### config.mk
export PLATFORM = sky130hd
export DESIGN_NAME = osrp_top
export DESIGN_NICKNAME = d
export VERILOG_FILES = /design/src/osrp_pkg.sv /design/src/osrp_top.sv
export SDC_FILE = /design/constraint.sdc
export NUM_CORES = 1
export LEC_CHECK = 0
export BUFFER_PORTS_ARGS = -buffer_cell sky130_fd_sc_hd__buf_2
export CAP_MARGIN = 5
export CORE_ASPECT_RATIO = 0.9
export CORE_UTILIZATION = 30
export CTS_CLUSTER_SIZE = 8
export DETAILED_ROUTE_END_ITERATION = 8
export PLACE_DENSITY = 0.43
export SLEW_MARGIN = 30
export SYNTH_ARGS = -nofsm -noshare
export SYNTH_HDL_FRONTEND = slang
export SYNTH_SLANG_ARGS = --single-unit
### constraint.sdc
create_clock -name clock_i -period 2.28 [get_ports clock_i]
set_input_delay 0.342 -clock clock_i [delete_from_list [all_inputs] [get_ports clock_i]]
set_output_delay 0.342 -clock clock_i [all_outputs]
set_load 0.05 [all_outputs]
### src/osrp_pkg.sv
package osrp_pkg;
  // apb register byte offsets
  localparam logic [11:0] OSRP_OFS_CTRL     = 12'h000;
  localparam logic [11:0] OSRP_OFS_DIST     = 12'h004;
  localparam logic [11:0] OSRP_OFS_UPDATE   = 12'h008;
  localparam logic [11:0] OSRP_OFS_CHAN     = 12'h00C;
  localparam logic [11:0] OSRP_OFS_OUTCFG   = 12'h010;
  localparam logic [11:0] OSRP_OFS_HSPD     = 12'h014;
  localparam logic [11:0] OSRP_OFS_STATUS   = 12'h018;
  // field positions
  localparam int OSRP_BIT_SOFT_RST_LO  = 2;
  localparam int OSRP_BIT_SOFT_RST_HI  = 5;
  localparam int OSRP_BIT_SOFT_ALIGN   = 0;
  localparam int OSRP_BIT_DIST_PD      = 1;
  localparam int OSRP_BIT_UPDATE       = 0;
  localparam int OSRP_BIT_CAL_START    = 2;
  // channel field: [3:0] phase, [4] start level, [5] exclude; 8 bits per channel
  localparam int OSRP_CH_FIELD         = 8;
  // outcfg field per output: [0] single-ended, [1] powerdown, [2] half b on, [7:5] polarity
  localparam int OSRP_OC_FIELD         = 8;
  // reset values
  localparam logic [31:0] OSRP_RST_ZERO = 32'h0000_0000;
  // timing
  localparam int OSRP_ALIGN_BASE        = 14;
  localparam int OSRP_CAL_CYCLES        = 64;
  localparam int OSRP_POWERUP_HOLD      = 4;
  // high-swing power-down modes
  localparam logic [1:0] OSRP_HS_ON      = 2'h0;
  localparam logic [1:0] OSRP_HS_PROTECT = 2'h2;
  localparam logic [1:0] OSRP_HS_TOTAL   = 2'h3;
endpackage

### src/osrp_top.sv
// The placing of the registers and the APB slave port are this design's own decisions.
`timescale 1ns/10ps
module osrp_top #(
  parameter int NUM_CH = 4,
  parameter int NUM_HS = 4
) (
  input  wire logic                clock_i,
  input  wire logic                rst_n_i,
  input  wire logic                align_n_i,
  input  wire logic                chip_sleep_pin_n_i,
  input  wire logic                psel_i,
  input  wire logic                penable_i,
  input  wire logic                pwrite_i,
  input  wire logic [11:0]         paddr_i,
  input  wire logic [31:0]         pwdata_i,
  output logic      [31:0]         prdata_o,
  output logic                     pready_o,
  output logic                     pslverr_o,
  input  wire logic [NUM_CH-1:0]   div_tick_i,
  output logic      [NUM_CH-1:0]   ch_hold_o,
  output logic      [NUM_CH-1:0]   ch_level_o,
  output logic      [4*NUM_CH-1:0] ch_phase_o,
  output logic      [NUM_CH-1:0]   half_a_en_o,
  output logic      [NUM_CH-1:0]   half_b_en_o,
  output logic      [3*NUM_CH-1:0] polarity_o,
  output logic      [2*NUM_HS-1:0] hs_pd_mode_o,
  output logic                     blocks_off_o,
  output logic                     cal_busy_o,
  output logic                     align_active_o
);
  initial begin
    if (NUM_CH < 1 || NUM_CH > 4) $error("NUM_CH must be 1..4");
    if (NUM_HS < 1 || NUM_HS > 4) $error("NUM_HS must be 1..4");
  end

  typedef struct packed {
    logic [2:0]  pin_sync;
    logic        pin_lvl;
    logic [2:0]  slp_sync;
    logic        slp_lvl;
    logic [31:0] ctrl;
    logic [31:0] dist_buf;
    logic [31:0] dist_act;
    logic [31:0] chan_buf;
    logic [31:0] chan_act;
    logic [31:0] outcfg_buf;
    logic [31:0] outcfg_act;
    logic [31:0] hs_buf;
    logic [31:0] hs_act;
    logic [7:0]  cal_cnt;
    logic        cal_run;
    logic [4:0]  rel_cnt;
    logic [4:0]  rel_ticks;
    logic        align_hold;
    logic [2:0]  pu_cnt;
    logic [31:0] rdata;
  } osrp_state_t;

  osrp_state_t st;
  osrp_state_t next_st;

  logic apb_acc;
  logic soft_rst;
  logic req_level;
  logic upd_cmd;
  logic cal_cmd;
  assign apb_acc   = psel_i && penable_i;
  assign upd_cmd   = apb_acc && pwrite_i && paddr_i == osrp_pkg::OSRP_OFS_UPDATE
                     && pwdata_i[osrp_pkg::OSRP_BIT_UPDATE];
  assign cal_cmd   = apb_acc && pwrite_i && paddr_i == osrp_pkg::OSRP_OFS_UPDATE
                     && pwdata_i[osrp_pkg::OSRP_BIT_CAL_START];
  assign soft_rst  = st.ctrl[osrp_pkg::OSRP_BIT_SOFT_RST_LO]
                     || st.ctrl[osrp_pkg::OSRP_BIT_SOFT_RST_HI];
  // any level request sets align_hold, holding included channels outside sleep; release begins when all drop
  assign req_level = !st.pin_lvl
                     || !st.slp_lvl
                     || soft_rst
                     || st.dist_act[osrp_pkg::OSRP_BIT_SOFT_ALIGN]
                     || st.dist_act[osrp_pkg::OSRP_BIT_DIST_PD]
                     || st.cal_run
                     || (st.pu_cnt != 3'h0);

  always_comb begin
    next_st = st;
    // three-stage sampling, change accepted when stages 2 and 3 agree
    next_st.pin_sync = {st.pin_sync[1:0], align_n_i};
    if (st.pin_sync[2] == st.pin_sync[1]) next_st.pin_lvl = st.pin_sync[2];
    next_st.slp_sync = {st.slp_sync[1:0], chip_sleep_pin_n_i};
    if (st.slp_sync[2] == st.slp_sync[1]) next_st.slp_lvl = st.slp_sync[2];
    if (st.pu_cnt != 3'h0) next_st.pu_cnt = st.pu_cnt - 3'h1;
    if (st.cal_run) begin
      if (st.cal_cnt == 8'h00) next_st.cal_run = 1'b0;
      else next_st.cal_cnt = st.cal_cnt - 8'h01;
    end
    // release countdown, measured in channel-divider input ticks
    if (req_level) begin
      next_st.align_hold = 1'b1;
      next_st.rel_cnt    = 5'(osrp_pkg::OSRP_ALIGN_BASE + 1);
    end else if (st.align_hold && div_tick_i[0]) begin
      if (st.rel_cnt == 5'h00) next_st.align_hold = 1'b0;
      else next_st.rel_cnt = st.rel_cnt - 5'h01;
    end
    // independent tick tally since the last request, read only by checks
    if (req_level) next_st.rel_ticks = 5'h00;
    else if (st.align_hold && div_tick_i[0]) next_st.rel_ticks = st.rel_ticks + 5'h01;
    // read data holds until the next read, so the access cycle sees it settled
    if (psel_i && !penable_i && !pwrite_i) begin
      unique case (paddr_i)
        osrp_pkg::OSRP_OFS_CTRL:   next_st.rdata = st.ctrl;
        osrp_pkg::OSRP_OFS_DIST:   next_st.rdata = st.dist_buf;
        osrp_pkg::OSRP_OFS_CHAN:   next_st.rdata = st.chan_buf;
        osrp_pkg::OSRP_OFS_OUTCFG: next_st.rdata = st.outcfg_buf;
        osrp_pkg::OSRP_OFS_HSPD:   next_st.rdata = st.hs_buf;
        osrp_pkg::OSRP_OFS_STATUS:
          next_st.rdata = {29'h0, st.cal_run, st.align_hold, st.slp_lvl};
        default:                   next_st.rdata = osrp_pkg::OSRP_RST_ZERO;
      endcase
    end
    // update command moves buffered writes into the active copies
    if (apb_acc && pwrite_i && paddr_i == osrp_pkg::OSRP_OFS_UPDATE) begin
      if (pwdata_i[osrp_pkg::OSRP_BIT_UPDATE]) begin
        next_st.dist_act   = st.dist_buf;
        next_st.chan_act   = st.chan_buf;
        next_st.outcfg_act = st.outcfg_buf;
        next_st.hs_act     = st.hs_buf;
      end
      if (pwdata_i[osrp_pkg::OSRP_BIT_CAL_START] && !st.cal_run) begin
        next_st.cal_run = 1'b1;
        next_st.cal_cnt = 8'(osrp_pkg::OSRP_CAL_CYCLES);
      end
    end
    if (apb_acc && pwrite_i) begin
      unique case (paddr_i)
        osrp_pkg::OSRP_OFS_CTRL:   next_st.ctrl       = pwdata_i;
        osrp_pkg::OSRP_OFS_DIST:   next_st.dist_buf   = pwdata_i;
        osrp_pkg::OSRP_OFS_CHAN:   next_st.chan_buf   = pwdata_i;
        osrp_pkg::OSRP_OFS_OUTCFG: next_st.outcfg_buf = pwdata_i;
        osrp_pkg::OSRP_OFS_HSPD:   next_st.hs_buf     = pwdata_i;
        default: ;
      endcase
    end
    // soft reset restores defaults at once, no update needed
    if (soft_rst) begin
      next_st.dist_buf   = osrp_pkg::OSRP_RST_ZERO;
      next_st.dist_act   = osrp_pkg::OSRP_RST_ZERO;
      next_st.chan_buf   = osrp_pkg::OSRP_RST_ZERO;
      next_st.chan_act   = osrp_pkg::OSRP_RST_ZERO;
      next_st.outcfg_buf = osrp_pkg::OSRP_RST_ZERO;
      next_st.outcfg_act = osrp_pkg::OSRP_RST_ZERO;
      next_st.hs_buf     = osrp_pkg::OSRP_RST_ZERO;
      next_st.hs_act     = osrp_pkg::OSRP_RST_ZERO;
    end
  end

  always_ff @(posedge clock_i) begin
    if (!rst_n_i) begin
      st          <= '0;
      st.pin_sync <= 3'h7;
      st.pin_lvl  <= 1'b1;
      st.slp_sync <= 3'h7;
      st.slp_lvl  <= 1'b1;
      st.pu_cnt   <= 3'(osrp_pkg::OSRP_POWERUP_HOLD);
      st.align_hold <= 1'b1;
      st.rel_cnt    <= 5'(osrp_pkg::OSRP_ALIGN_BASE + 1);
    end else begin
      st <= next_st;
    end
  end

  // registers survive sleep untouched, so wake resumes programmed values
  assign blocks_off_o   = !st.slp_lvl;
  assign cal_busy_o     = st.cal_run;
  assign align_active_o = st.align_hold;
  assign pready_o       = 1'b1;
  assign pslverr_o      = 1'b0;
  assign prdata_o       = st.rdata;

  for (genvar c = 0; c < NUM_CH; c++) begin : g_ch
    logic [7:0] chf;
    logic [7:0] ocf;
    assign chf = st.chan_act[c*osrp_pkg::OSRP_CH_FIELD +: 8];
    assign ocf = st.outcfg_act[c*osrp_pkg::OSRP_OC_FIELD +: 8];
    // one hold per divider drives all its outputs
    assign ch_hold_o[c]       = st.align_hold && !chf[5] && st.slp_lvl;
    assign ch_level_o[c]      = chf[4];
    assign ch_phase_o[4*c +: 4] = chf[3:0];
    assign half_a_en_o[c]     = !ocf[1] && st.slp_lvl;
    assign half_b_en_o[c]     = !ocf[1] && ocf[0] && ocf[2] && st.slp_lvl;
    assign polarity_o[3*c +: 3] = ocf[7:5];

    AST_EXCL_FREE: assert property (@(posedge clock_i) disable iff (!rst_n_i)
      chf[5] |-> !ch_hold_o[c])
      else $error("excluded channel held static");
    AST_UNIT_HOLD: assert property (@(posedge clock_i) disable iff (!rst_n_i)
      st.align_hold && st.slp_lvl && !chf[5] |-> ch_hold_o[c])
      else $error("included channel not held");
    AST_HALF_A_AUTO: assert property (@(posedge clock_i) disable iff (!rst_n_i)
      ocf[0] && !ocf[1] && st.slp_lvl |-> half_a_en_o[c])
      else $error("half a not on in single-ended mode");
    AST_PD_BOTH: assert property (@(posedge clock_i) disable iff (!rst_n_i)
      ocf[1] |-> !half_a_en_o[c] && !half_b_en_o[c])
      else $error("powerdown left a half on");
  end
  for (genvar h = 0; h < NUM_HS; h++) begin : g_hs
    // sleep forces protective off, never total, to keep bias on
    assign hs_pd_mode_o[2*h +: 2] = !st.slp_lvl ? osrp_pkg::OSRP_HS_PROTECT
                                    : st.hs_act[2*h +: 2];
  end

  AST_HOLD_ON_REQ: assert property (@(posedge clock_i) disable iff (!rst_n_i)
    req_level |=> st.align_hold)
    else $error("hold missing during request");
  AST_RELEASE_DELAY: assert property (@(posedge clock_i) disable iff (!rst_n_i)
    $fell(req_level) |-> st.align_hold [*8])
    else $error("release too early");
  AST_CAL_HOLDS: assert property (@(posedge clock_i) disable iff (!rst_n_i)
    $rose(st.cal_run) |=> st.align_hold)
    else $error("calibration did not request alignment");
  AST_SLEEP_OFF: assert property (@(posedge clock_i) disable iff (!rst_n_i)
    !st.slp_lvl |-> blocks_off_o && half_a_en_o == '0)
    else $error("sleep did not power down");
  AST_EXCL_TOGGLE: assert property (@(posedge clock_i) disable iff (!rst_n_i)
    st.chan_act[5] |-> !ch_hold_o[0])
    else $error("excluded channel held");
  AST_SOFT_RST: assert property (@(posedge clock_i) disable iff (!rst_n_i)
    soft_rst |=> st.chan_act == '0 && st.dist_act == '0)
    else $error("soft reset kept values");
  AST_PIN_ALIGN: assert property (@(posedge clock_i) disable iff (!rst_n_i)
    $fell(st.pin_lvl) |=> st.align_hold)
    else $error("pin did not align");
  AST_POWERUP: assert property (@(posedge clock_i) $rose(rst_n_i) |-> st.align_hold)
    else $error("no alignment at power-up");

  // release timing: ticks are tallied apart from the countdown
  AST_RELEASE_ALL: assert property (@(posedge clock_i) disable iff (!rst_n_i)
    !st.align_hold |-> ch_hold_o == '0)
    else $error("output held without alignment");
  AST_HOLD_ONLY_REQ: assert property (@(posedge clock_i) disable iff (!rst_n_i)
    $rose(st.align_hold) |-> $past(req_level))
    else $error("hold began with no request");
  AST_RELEASE_TICKS: assert property (@(posedge clock_i) disable iff (!rst_n_i)
    $fell(st.align_hold) |-> st.rel_ticks == 5'(osrp_pkg::OSRP_ALIGN_BASE + 2))
    else $error("release tick count wrong");
  AST_RELEASE_ON_TICK: assert property (@(posedge clock_i) disable iff (!rst_n_i)
    $fell(st.align_hold) |-> $past(div_tick_i[0]))
    else $error("release off a divider tick");
  AST_RELCNT_BOUND: assert property (@(posedge clock_i) disable iff (!rst_n_i)
    st.rel_cnt <= 5'(osrp_pkg::OSRP_ALIGN_BASE + 1))
    else $error("release count out of range");
  AST_TICKS_BOUND: assert property (@(posedge clock_i) disable iff (!rst_n_i)
    st.rel_ticks <= 5'(osrp_pkg::OSRP_ALIGN_BASE + 2))
    else $error("tick tally out of range");
  AST_REQ_RELOADS: assert property (@(posedge clock_i) disable iff (!rst_n_i)
    req_level |=> st.rel_cnt == 5'(osrp_pkg::OSRP_ALIGN_BASE + 1) && st.rel_ticks == 5'h00)
    else $error("request did not reload countdown");

  // pin and sleep sampling
  AST_PIN_SHIFT: assert property (@(posedge clock_i) disable iff (!rst_n_i)
    st.pin_sync[2] == $past(st.pin_sync[1]))
    else $error("pin sampler did not shift");
  AST_PIN_FILTER: assert property (@(posedge clock_i) disable iff (!rst_n_i)
    $changed(st.pin_lvl) |-> $past(st.pin_sync[2]) == $past(st.pin_sync[1]))
    else $error("pin level changed without agreement");
  AST_PIN_LEVEL: assert property (@(posedge clock_i) disable iff (!rst_n_i)
    $changed(st.pin_lvl) |-> st.pin_lvl == $past(st.pin_sync[2]))
    else $error("pin level took wrong stage");
  AST_SLEEP_FILTER: assert property (@(posedge clock_i) disable iff (!rst_n_i)
    $changed(st.slp_lvl) |-> $past(st.slp_sync[2]) == $past(st.slp_sync[1]))
    else $error("sleep level changed without agreement");

  // request sources
  AST_SLEEP_ALIGN: assert property (@(posedge clock_i) disable iff (!rst_n_i)
    !st.slp_lvl |=> st.align_hold)
    else $error("sleep did not request alignment");
  AST_SOFT_ALIGN: assert property (@(posedge clock_i) disable iff (!rst_n_i)
    st.dist_act[osrp_pkg::OSRP_BIT_SOFT_ALIGN] |=> st.align_hold)
    else $error("soft align bit ignored");
  AST_DIST_PD_ALIGN: assert property (@(posedge clock_i) disable iff (!rst_n_i)
    st.dist_act[osrp_pkg::OSRP_BIT_DIST_PD] |=> st.align_hold)
    else $error("distribution powerdown bit ignored");
  AST_SOFT_RST_ALIGN: assert property (@(posedge clock_i) disable iff (!rst_n_i)
    soft_rst |=> st.align_hold)
    else $error("soft reset did not request alignment");

  // register transfer
  AST_UPDATE_COPY: assert property (@(posedge clock_i) disable iff (!rst_n_i)
    upd_cmd && !soft_rst |=> st.dist_act == $past(st.dist_buf)
                             && st.chan_act == $past(st.chan_buf))
    else $error("update did not transfer buffers");
  AST_ACTIVE_STABLE: assert property (@(posedge clock_i) disable iff (!rst_n_i)
    !upd_cmd && !soft_rst |=> $stable(st.dist_act) && $stable(st.chan_act))
    else $error("active copy changed without update");
  AST_WRITE_BUF: assert property (@(posedge clock_i) disable iff (!rst_n_i)
    apb_acc && pwrite_i && paddr_i == osrp_pkg::OSRP_OFS_DIST && !soft_rst
    |=> st.dist_buf == $past(pwdata_i))
    else $error("buffered write lost");
  AST_CTRL_KEEP: assert property (@(posedge clock_i) disable iff (!rst_n_i)
    !(apb_acc && pwrite_i && paddr_i == osrp_pkg::OSRP_OFS_CTRL) |=> $stable(st.ctrl))
    else $error("soft reset bits cleared themselves");
  AST_READ_CTRL: assert property (@(posedge clock_i) disable iff (!rst_n_i)
    psel_i && !penable_i && !pwrite_i && paddr_i == osrp_pkg::OSRP_OFS_CTRL
    |=> prdata_o == $past(st.ctrl))
    else $error("control readback wrong");
  AST_UPDATE_READS_ZERO: assert property (@(posedge clock_i) disable iff (!rst_n_i)
    psel_i && !penable_i && !pwrite_i && paddr_i == osrp_pkg::OSRP_OFS_UPDATE
    |=> prdata_o == 32'h0000_0000)
    else $error("update command did not read zero");
  AST_PREADY_NOW: assert property (@(posedge clock_i) disable iff (!rst_n_i)
    apb_acc |-> pready_o && !pslverr_o)
    else $error("access not completed at once");
  AST_PHASE_STABLE_HOLD: assert property (@(posedge clock_i) disable iff (!rst_n_i)
    st.align_hold && !upd_cmd && !soft_rst |=> $stable(ch_phase_o) && $stable(ch_level_o))
    else $error("preset changed during alignment");

  // calibration
  AST_CAL_START: assert property (@(posedge clock_i) disable iff (!rst_n_i)
    cal_cmd && !st.cal_run |=> st.cal_run)
    else $error("calibration did not start");
  AST_CAL_MIN: assert property (@(posedge clock_i) disable iff (!rst_n_i)
    $rose(st.cal_run) |-> st.cal_run [*8])
    else $error("calibration ended too soon");
  AST_CAL_END: assert property (@(posedge clock_i) disable iff (!rst_n_i)
    st.cal_run && st.cal_cnt == 8'h00 |=> !st.cal_run)
    else $error("calibration did not end");
  AST_CAL_ENDS_HELD: assert property (@(posedge clock_i) disable iff (!rst_n_i)
    $fell(st.cal_run) |-> st.align_hold)
    else $error("hold dropped with calibration");

  // outputs and sleep
  AST_HALF_B_NEEDS_A: assert property (@(posedge clock_i) disable iff (!rst_n_i)
    (half_b_en_o & ~half_a_en_o) == '0)
    else $error("half b on while half a off");
  AST_HS_SLEEP: assert property (@(posedge clock_i) disable iff (!rst_n_i)
    !st.slp_lvl |-> hs_pd_mode_o == {NUM_HS{osrp_pkg::OSRP_HS_PROTECT}})
    else $error("high-swing not protective in sleep");
  AST_SLEEP_NO_HOLD: assert property (@(posedge clock_i) disable iff (!rst_n_i)
    !st.slp_lvl |-> ch_hold_o == '0 && half_b_en_o == '0)
    else $error("outputs active in sleep");
  AST_SLEEP_KEEPS_REGS: assert property (@(posedge clock_i) disable iff (!rst_n_i)
    !st.slp_lvl && !apb_acc && !soft_rst |=> $stable(st.chan_buf) && $stable(st.outcfg_buf))
    else $error("sleep disturbed settings");

  // reset
  AST_RESET_DEFAULTS: assert property (@(posedge clock_i)
    !rst_n_i |=> st.ctrl == '0 && st.chan_act == '0 && st.outcfg_act == '0)
    else $error("reset left non-default values");
  AST_RESET_HOLD: assert property (@(posedge clock_i)
    !rst_n_i |=> st.align_hold && st.pu_cnt == 3'(osrp_pkg::OSRP_POWERUP_HOLD))
    else $error("reset did not arm alignment");
  AST_POWERUP_DONE: assert property (@(posedge clock_i)
    $rose(rst_n_i) |-> ##[1:8] st.pu_cnt == 3'h0)
    else $error("power-up hold did not expire");

  COV_PIN: cover property (@(posedge clock_i) disable iff (!rst_n_i) $fell(st.align_hold));
  COV_CAL: cover property (@(posedge clock_i) disable iff (!rst_n_i) $fell(st.cal_run));
  COV_SLEEP: cover property (@(posedge clock_i) disable iff (!rst_n_i) $rose(st.slp_lvl));
  COV_SOFT_RST: cover property (@(posedge clock_i) disable iff (!rst_n_i) $fell(soft_rst));
  COV_EXCL: cover property (@(posedge clock_i) disable iff (!rst_n_i)
    st.align_hold && ch_hold_o != '0 && ch_hold_o != {NUM_CH{1'b1}});
endmodule

======== Word-level counts from Yosys, hierarchy flattened ========
Index checks and enable logic that the tools add are counted.
storage, ports and cells
  register bits ........................... 314
  output and inout port bits .............. 89
  logic and storage cells ................. 107
operators by class
  add/subtract/negate cells ............... 3
  equality and inequality tests ........... 8
  muxes and demuxes ....................... 10
  bitwise gates (word level) .............. 2
  reductions and logical operators ........ 65
operators with widths
  operator                                               count
  case mux 32 bit (6 select lines)                       1
  equality test 12 x 5 -> 1 bit (second input constant)  3
  logical AND 1 bit                                      31
  2-to-1 mux 9 bit                                       3
  equality test 12 x 4 -> 1 bit (second input constant)  2
  AND reduction 2 bit                                    8
  zero test 1 bit                                        13
  equality test 12 x 3 -> 1 bit (second input constant)  1
  zero test 12 bit                                       1
  zero test 8 bit                                        1
  2-to-1 mux 2 bit                                       4
  2-to-1 mux 8 bit                                       1
  subtractor 8 x 1 -> 8 bit (second input constant)      1
  logical OR 1 bit                                       7
  zero test 5 bit                                        1
  subtractor 5 x 1 -> 5 bit (second input constant)      1
  OR reduction 2 bit                                     2
  nonzero test 3 bit                                     1
  subtractor 3 x 1 -> 3 bit (second input constant)      1
  equality test 1 bit                                    2
  inverter 1 bit                                         2
  2-to-1 mux 1 bit                                       1

======== Logic depth before layout (Yosys ltp) ========
Gate-level depths: netlist (run 1).
  word-level depth ........................ 8
  depth in mapped cells ................... 8
  depth with buffers taken out ............ 6

======== Worst setup path before layout (run 1) ========
Ideal clock, no wire load.
  path type ............................... reg2out
  from .................................... reg st[343] in the netlist's numbering
  to ...................................... out half_b_en_o[0]
  data arrival time ....................... 1947 ps
  data required time ...................... 1938 ps
  path slack .............................. -9 ps
  stages on the path, launching flop included .. 4
  path buffers ............................ 0
  cells stage by stage .................... dfxtp_1 -> inv_1 -> nor2_1 -> and3_1
on the way
  word-level cells in the longest chain between the ends .. 1
RTL lines
  element                 line             text
  start, declared         osrp_top.sv:59   osrp_state_t st;
  start signal, assigned  osrp_top.sv:166  st <= next_st;
  logical AND 1 bit       osrp_top.sv:188  assign half_b_en_o[c] = !ocf[1] && ocf[0] && ocf[2] && st.slp_lvl;
  end, declared           osrp_top.sv:24   output logic [NUM_CH-1:0] half_b_en_o,
No other way between the ends.

======== Worst setup path in the final report (run 1) ========
  from .................................... reg st[343] in the netlist's numbering
  to ...................................... out half_b_en_o[3]
Same word-level chain as after synthesis.

==> results of run 1 <==
per-layer routing:
layer	share of wire	wire (µm)	global-route usage	vias up
met4	0.016	674	0.0505	0
met5	0	0	0	-
met3	0.041	1680	0.0295	52
li1	-	-	-	4945
met2	0.46	19000	0.328	245
met1	0.48	19800	0.278	4962
area by class of cell:
| type | instances | area share |
|---|---|---|
| Inverter | 13 | 0.00343 |
| Sequential cell | 276 | 0.388 |
| Tap cell | 532 | 0.0467 |
| Clock buffer | 44 | 0.0735 |
| Antenna cell | 1 | 0.000176 |
| Multi-Input combinational cell | 923 | 0.392 |
| Timing Repair Buffer | 193 | 0.0958 |
kinds of logic (layout without fill, tap and decap cells):
logic type | count (synthesis) | count (layout) | synth area share
XOR/XNOR | 10 | 10 | 0.00724
multiplexers | 125 | 125 | 0.112
AND/OR/NAND/NOR | 424 | 424 | 0.166
adder cells (fa/ha/maj) | 5 | 5 | 0.00517
other | 2 | 3 | 0.000621
buffers and inverters | 201 | 250 | 0.0880
AO/OA/AOI/OAI | 357 | 357 | 0.164
flip-flops | 276 | 276 | 0.457
registers in the layout, summed over array words and instances (netlist names):
| name | cells |
|---|---|
| prdata_o | 32 |
| next_st | 4 |
| cal_busy_o | 1 |
| g_ch.chf | 4 |
| ch_phase_o | 16 |
| ch_level_o | 4 |
| align_active_o | 1 |
| polarity_o | 12 |
| g_ch.ocf | 12 |
| st | 190 |
report_power, final:
group | internal (mW) | leakage [nW] | total, mW | switching [mW]
Sequential | 4.86 | 2.22 | 4.88 | 0.0176
Combinational | 0.175 | 2.62 | 0.559 | 0.384
Clock | 3.18 | 0.515 | 5.24 | 2.06
how the worst min path moves through the flow:
stage,start,endpoint,slack (ns),cells after the start
finish,chip_sleep_pin_n_i,next_st[345]$_SDFF_PN1_,0.02,2
detailed placement,next_st[345]$_SDFF_PN1_,next_st[346]$_SDFF_PN1_,0.40,1
CTS,chip_sleep_pin_n_i,next_st[345]$_SDFF_PN1_,0.002,2
global route,chip_sleep_pin_n_i,next_st[345]$_SDFF_PN1_,0.004,2
floorplan,next_st[345]$_SDFF_PN1_,next_st[346]$_SDFF_PN1_,0.39,1
global placement,next_st[345]$_SDFF_PN1_,next_st[346]$_SDFF_PN1_,0.40,1
synthesized netlist by cell type (2+ instances only):
library cell	count
buf_4	71
clkbuf_1	84
dfxtp_1	276
a22oi_1	58
conb_1	2
buf_2	29
nor4b_1	4
and2_1	5
o21ai_0	107
xor2_1	4
and3_1	7
a21boi_0	2
a221oi_1	3
a21oi_1	160
xnor2_1	6
o31ai_1	2
or3_1	4
nand4_1	63
nand3_1	39
inv_1	13
o21ai_1	17
ha_1	5
nor4_2	3
and4_1	4
a22o_1	3
nor4_1	3
buf_1	3
nand2_1	236
mux2i_1	64
nor3_1	5
nor2b_1	3
mux2_2	58
nor2_1	30
nand2b_1	11
mux4_2	3
per-stage QoR:
stage	utilization	total power, mW
after floorplan	-	5.28
after global placement	0.332	5.52
after detailed placement	0.332	5.54
after CTS	0.359	10.8
after global routing	0.359	11.1
final	0.359	10.7
repair_timing:
action / CTS / global route
resized for setup: 2 / 3
hold buffers: 1 / 0
endpoints found under the setup margin: 2 / 3
endpoints found under the hold margin: 1 / 0
worst max-delay path: cells and delay by family (launching register included):
| kind | cells | cell delay (ns) |
|---|---|---|
| buf+inv | 2 | 0.50 |
| simple gates | 2 | 0.55 |
| flops | 1 | 0.32 |
==> key figures, run 1 <==
Route
  – Total Wirelength: 41.2 mm
  – Initial DRC count: 746
  – Avg WL per Cell: 20.8 µm
  – DR vias/cell: 5.15
  – Post-DRT Antenna Nets: 0
  – Vias post-DR: 10204
  – Remaining DRCs: 0
  – Pre-Repair DR Iteration Count: 5

Synthesis
  – Seq/Total Area, Yosys: 0.457
  – Biggest area consumer among synthesized cells: dfxtp_1
  – Post-synth EDFFs: 0
  – Post-synth ARST share: 0
  – Primary FF master, synth: dfxtp_1
  – Synth area leaders: dfxtp_1, nand2_1, a21oi_1
  – Synth unique cells: 48
  – Cells after Synth: 1400
  – Synth Register Bits: 276
  – Mapped cell area: 0.0121 mm²
  – Yosys warns: 0
  – Net Count, Synth: 1460
  – Area share of the largest cell type after synthesis: 0.457
  – Mapped Avg Cell Area: 8.64 µm²

Clock tree
  – Total clock buffers created by CTS: 40
  – Clk sinks: 276
  – Root buf cell: clkbuf_16
  – Clock tree buffer depth: 3
  – Clock Latency Late Sink: 0.52 ns
  – H-tree levels: 2
  – CTS tree: yes
  – Reg clk slew, reported paths: 0.05 ns
  – Setup bufs post-CTS: 0

Final layout
  – Area delta synth->final: 17.7%
  – Post-Layout Cell Count: 1982
  – Most frequent cells in the layout: dfxtp_1, nand2_1, a21oi_1
  – Sequential Area: 0.00553 mm²
  – Fillers: 4053
  – Layout cell share with drive strength beyond 1: 0.217
  – Design area: 0.0142 mm²
  – Final Net Count: 1507
  – Multi-input logic area: 0.00559 mm²
  – Leading cell type in the layout, fill and taps excluded: dfxtp_1

Placement
  – DP Wirelength: 25.5 mm
  – Port bufs: 138
  – Cell Count Post-Placement: 1936
  – Pre-CTS setup slack: 0.109 ns
  – Area after DPL: 0.0132 mm²
  – RD Place Congestion: 0.767

Hold path
  – Hold/Removal Path Class: primary input to register

Die
  – Row cnt: 69
  – Die area: 0.0412 mm²
  – Core ar.: 0.0396 mm²
  – Die X: 214 µm
  – Starting Density: 0.305
  – Die height: 193 µm
  – # IOs: 144

Global routing
  – Largest net degree at the start of global routing: 79
  – Total track usage: 0.202
  – Vias in the first global route: 10041
  – Initial antenna violation count: 2
  – First-pass GRT wire length: 62.5 mm
  – Total grt overflow: 0

STA
  – Hold Fails Final Rpt: 0
  – Final Skew: 0.00804 ns
  – Hold WS: 0.0167 ns
  – Final Setup Violations: 0
  – RSZ-0062 raised after global routing: true
  – Final worst path period share: 0.980
  – Setup TNS: 0 ns
  – Slew headroom: 0.342
  – Max frequency: 0.447 GHz
  – Worst Max-Slew Pin Slew: 0.986 ns
  – Final Critical Period: 2.24 ns
  – PnR worst setup slack: 0.0446 ns
  – Slew Limit Fails: 0

Setup path
  – Crit path to: half_b_en_o[3]
  – Crit Path Max Fanout: 5
  – WP data required: 1.94 ns
  – Reg2reg end: st[42]$_SDFFE_PP1P_
  – Crit path DAT: 1.89 ns
  – Reg-to-Reg Start: st[32]$_SDFFE_PN0P_
  – Max incr delay on CP: 0.33 ns
  – Worst reg-to-reg path cell count: 7
  – Crit Path Category: register to primary output
  – Startpoint Class: register
  – CP max-delay cell: nor2_1
  – CP endpoint kind: primary output
  – Cell-by-cell trace of the critical path: inv_1 -> nor2_1 -> and3_1 -> buf_2
  – Flop-to-flop setup slack: 0.53 ns
  – Crit path from: st[343]$_SDFFE_PN1N_

Power and ir drop
  – Pwr per Cell Area: 750 mW/mm²
  – Maximum vdd ir drop: 334 µV
  – Pleak: 5.36 nW

Flow run
  – Max_cap viols: 0

Run status
  – Status: finished, final reports clean
Note: power is estimated with default switching activity, not from simulation.
==> run 2, diff against run 1 <==
--- a/config.mk
+++ b/config.mk
@@ -11,7 +11,7 @@
 export CORE_UTILIZATION = 30
 export CTS_CLUSTER_SIZE = 8
 export DETAILED_ROUTE_END_ITERATION = 8
-export PLACE_DENSITY = 0.43
+export PLACE_DENSITY = 0.56
 export SLEW_MARGIN = 30
 export SYNTH_ARGS = -nofsm -noshare
 export SYNTH_HDL_FRONTEND = slang
==> key figures, run 2 (synthesis gave the netlist of run 1 again) <==
Setup path
  – Top Family by Delay on Critical Path: simple AND/OR/NAND/NOR gates
  – CP Depth: 3 (-1)
  – Crit Path Category: register to primary output
  – Max incr delay on CP: 0.39 ns (+0.06 ns)
  – Crit Path Max Fanout: 6 (+1)
  – CP max-delay cell: dfxtp_4
  – Reg-to-Reg Start: st[32]$_SDFFE_PN0P_
  – Crit path DAT: 1.90 ns (about the same)
  – Startpoint Class: register
  – CP endpoint kind: primary output
  – Reg2reg end: st[42]$_SDFFE_PP1P_
  – WP data required: 1.94 ns (about the same)
  – CP bufs+invs: 1 (-1)
  – Flop-to-flop setup slack: 0.23 ns (-0.30 ns)
  – Worst reg-to-reg path cell count: 6 (-1)
  – Crit path to: ch_hold_o[2]
  – Cell-by-cell trace of the critical path: nand2_1 -> nor2_1 -> buf_2
  – Crit path from: st[343]$_SDFFE_PN1N_

Route
  – Post-DRT Antenna Nets: 0 (unchanged)
  – DR vias/cell: 5.28 (+2.5%)
  – Vias post-DR: 10431 (+2.2%)
  – Avg WL per Cell: 20.1 µm (-3.3%)
  – Initial DRC count: 728 (-2.4%)
  – Pre-Repair DR Iteration Count: 5 (unchanged)
  – Remaining DRCs: 0 (unchanged)
  – Total Wirelength: 39.7 mm (-3.5%)

Die
  – Core ar.: 0.0396 mm² (unchanged)
  – Die X: 214 µm (unchanged)
  – Starting Density: 0.305 (unchanged)
  – Die area: 0.0412 mm² (unchanged)
  – Die height: 193 µm (unchanged)
  – Row cnt: 69 (unchanged)
  – # IOs: 144 (unchanged)

Final layout
  – Area delta synth->final: 16.6%
  – Fillers: 4071 (+0.44%)
  – Most frequent cells in the layout: dfxtp_1, nand2_1, a21oi_1
  – Reg with most FFs: st
  – Layout cell share with drive strength beyond 1: 0.217 (-0.000482)
  – Final Net Count: 1502 (-0.33%)
  – Max reg flops: 190 (unchanged)
  – Leading cell type in the layout, fill and taps excluded: dfxtp_1
  – Post-Layout Cell Count: 1977 (-0.25%)

Placement
  – DP Wirelength: 25.0 mm (-1.9%)
  – RD Place Congestion: 0.826 (+7.7%)
  – Port bufs: 138 (unchanged)
  – Cell Count Post-Placement: 1931 (-0.26%)

Global routing
  – Vias in the first global route: 10170 (+1.3%)
  – Initial antenna violation count: 5 (+3)
  – Total track usage: 0.192 (-0.00921)
  – Largest net degree at the start of global routing: 123 (+56%)
  – Total grt overflow: 0 (unchanged)
  – First-pass GRT wire length: 60.5 mm (-3.3%)

Hold path
  – Hold path cells: 2 (unchanged)
  – Hold/Removal Path Class: primary input to register

Clock tree
  – H-tree levels: 2 (unchanged)
  – Total clock buffers created by CTS: 40 (unchanged)
  – Clock tree buffer depth: 3 (unchanged)
  – Root buf cell: clkbuf_16
  – Reg clk slew, reported paths: 0.05 ns (about the same)
  – Clk sinks: 276 (unchanged)
  – Clock Latency Late Sink: 0.52 ns (about the same)
  – CTS tree: yes

STA
  – Final worst path period share: 0.982 (+0.00196)
  – RSZ-0062 raised after global routing: false
  – Max frequency: 0.446 GHz (-0.20%)
  – Slew headroom: 0.510 (+0.168)
  – Worst Max-Slew Pin Slew: 0.725 ns (-0.262 ns)
  – Slew Limit Fails: 0 (unchanged)
  – Setup TNS: 0 ns (unchanged)
  – Final Critical Period: 2.24 ns (+0.00447 ns)
  – Final Skew: 0.0152 ns (+0.00715 ns)
  – Final Setup Violations: 0 (unchanged)
  – Hold Fails Final Rpt: 0 (unchanged)

Flow run
  – Max_cap viols: 0 (unchanged)

Power and ir drop
  – Maximum vdd ir drop: 453 µV (+36%)
  – Pleak: 5.28 nW (-1.5%)
  – Pwr per Cell Area: 749 mW/mm² (about the same)

Run status
  – Status: finished, final reports clean
## run 2: cell count changes in the layout (fill, tap and decap cells not counted), sizes merged
cell         previous run  this run
diode                   1         2
clkinvlp                0         1
buf                   190       188
inv                    13        12
dlygate4sd3             1         0
clkinv                  0         1
clkbuf                 46        42
## run 2: layout make-up
type,instances,area [µm²],area share
multi-input combinational,923,5590,0.396
sequential,276,5530,0.392
timing repair buffer,188,1240,0.0876
clock buffer,42,1030,0.0730
tap,532,666,0.0472
inverter,13,52.6,0.00372
clock inverter,1,5.00,0.000355
antenna,2,5.00,0.000355
## run 2: report_power, final
part	leakage (nW)	internal (mW)	total [mW]	switching, mW
Clock	0.510	3.14	5.14	2.00
Combinational	2.55	0.162	0.543	0.382
Sequential	2.22	4.87	4.88	0.0187
## run 2: layer usage
layer  vias up  GRT usage  part of all wire
li1       4935          -                 -
met1      5097      0.258              0.45
met2       332      0.312              0.46
met3        65     0.0360             0.061
met4         2     0.0571             0.022
met5         -          0           0.00030
## run 2: per-stage QoR
stage	area [µm²]	worst slack, ns	power (mW)	util	hold WS (ns)
after floorplan	12100	-0.00896	5.28	-	0.386
after global placement	13000	0.185	5.50	0.329	0.391
after detailed placement	13000	0.138	5.52	0.329	0.400
after CTS	14100	0.000320	10.7	0.356	0.000804
after global routing	14100	0.0241	10.9	0.356	0.00673
final	14100	0.0401	10.6	0.356	0.0128
## run 2: worst min-delay path by stage
stage,startpoint,to
floorplan,next_st[345]$_SDFF_PN1_,next_st[346]$_SDFF_PN1_
global placement,next_st[345]$_SDFF_PN1_,next_st[346]$_SDFF_PN1_
detailed placement,next_st[345]$_SDFF_PN1_,next_st[346]$_SDFF_PN1_
CTS,chip_sleep_pin_n_i,next_st[345]$_SDFF_PN1_
global route,chip_sleep_pin_n_i,next_st[345]$_SDFF_PN1_
finish,chip_sleep_pin_n_i,next_st[345]$_SDFF_PN1_
## run 2: repair_timing
action | CTS | global route
setup endpoints to repair | 7 | 5
buffers inserted | 1 | 0
resized for setup | 6 | 3
hold buffers | 0 | 0
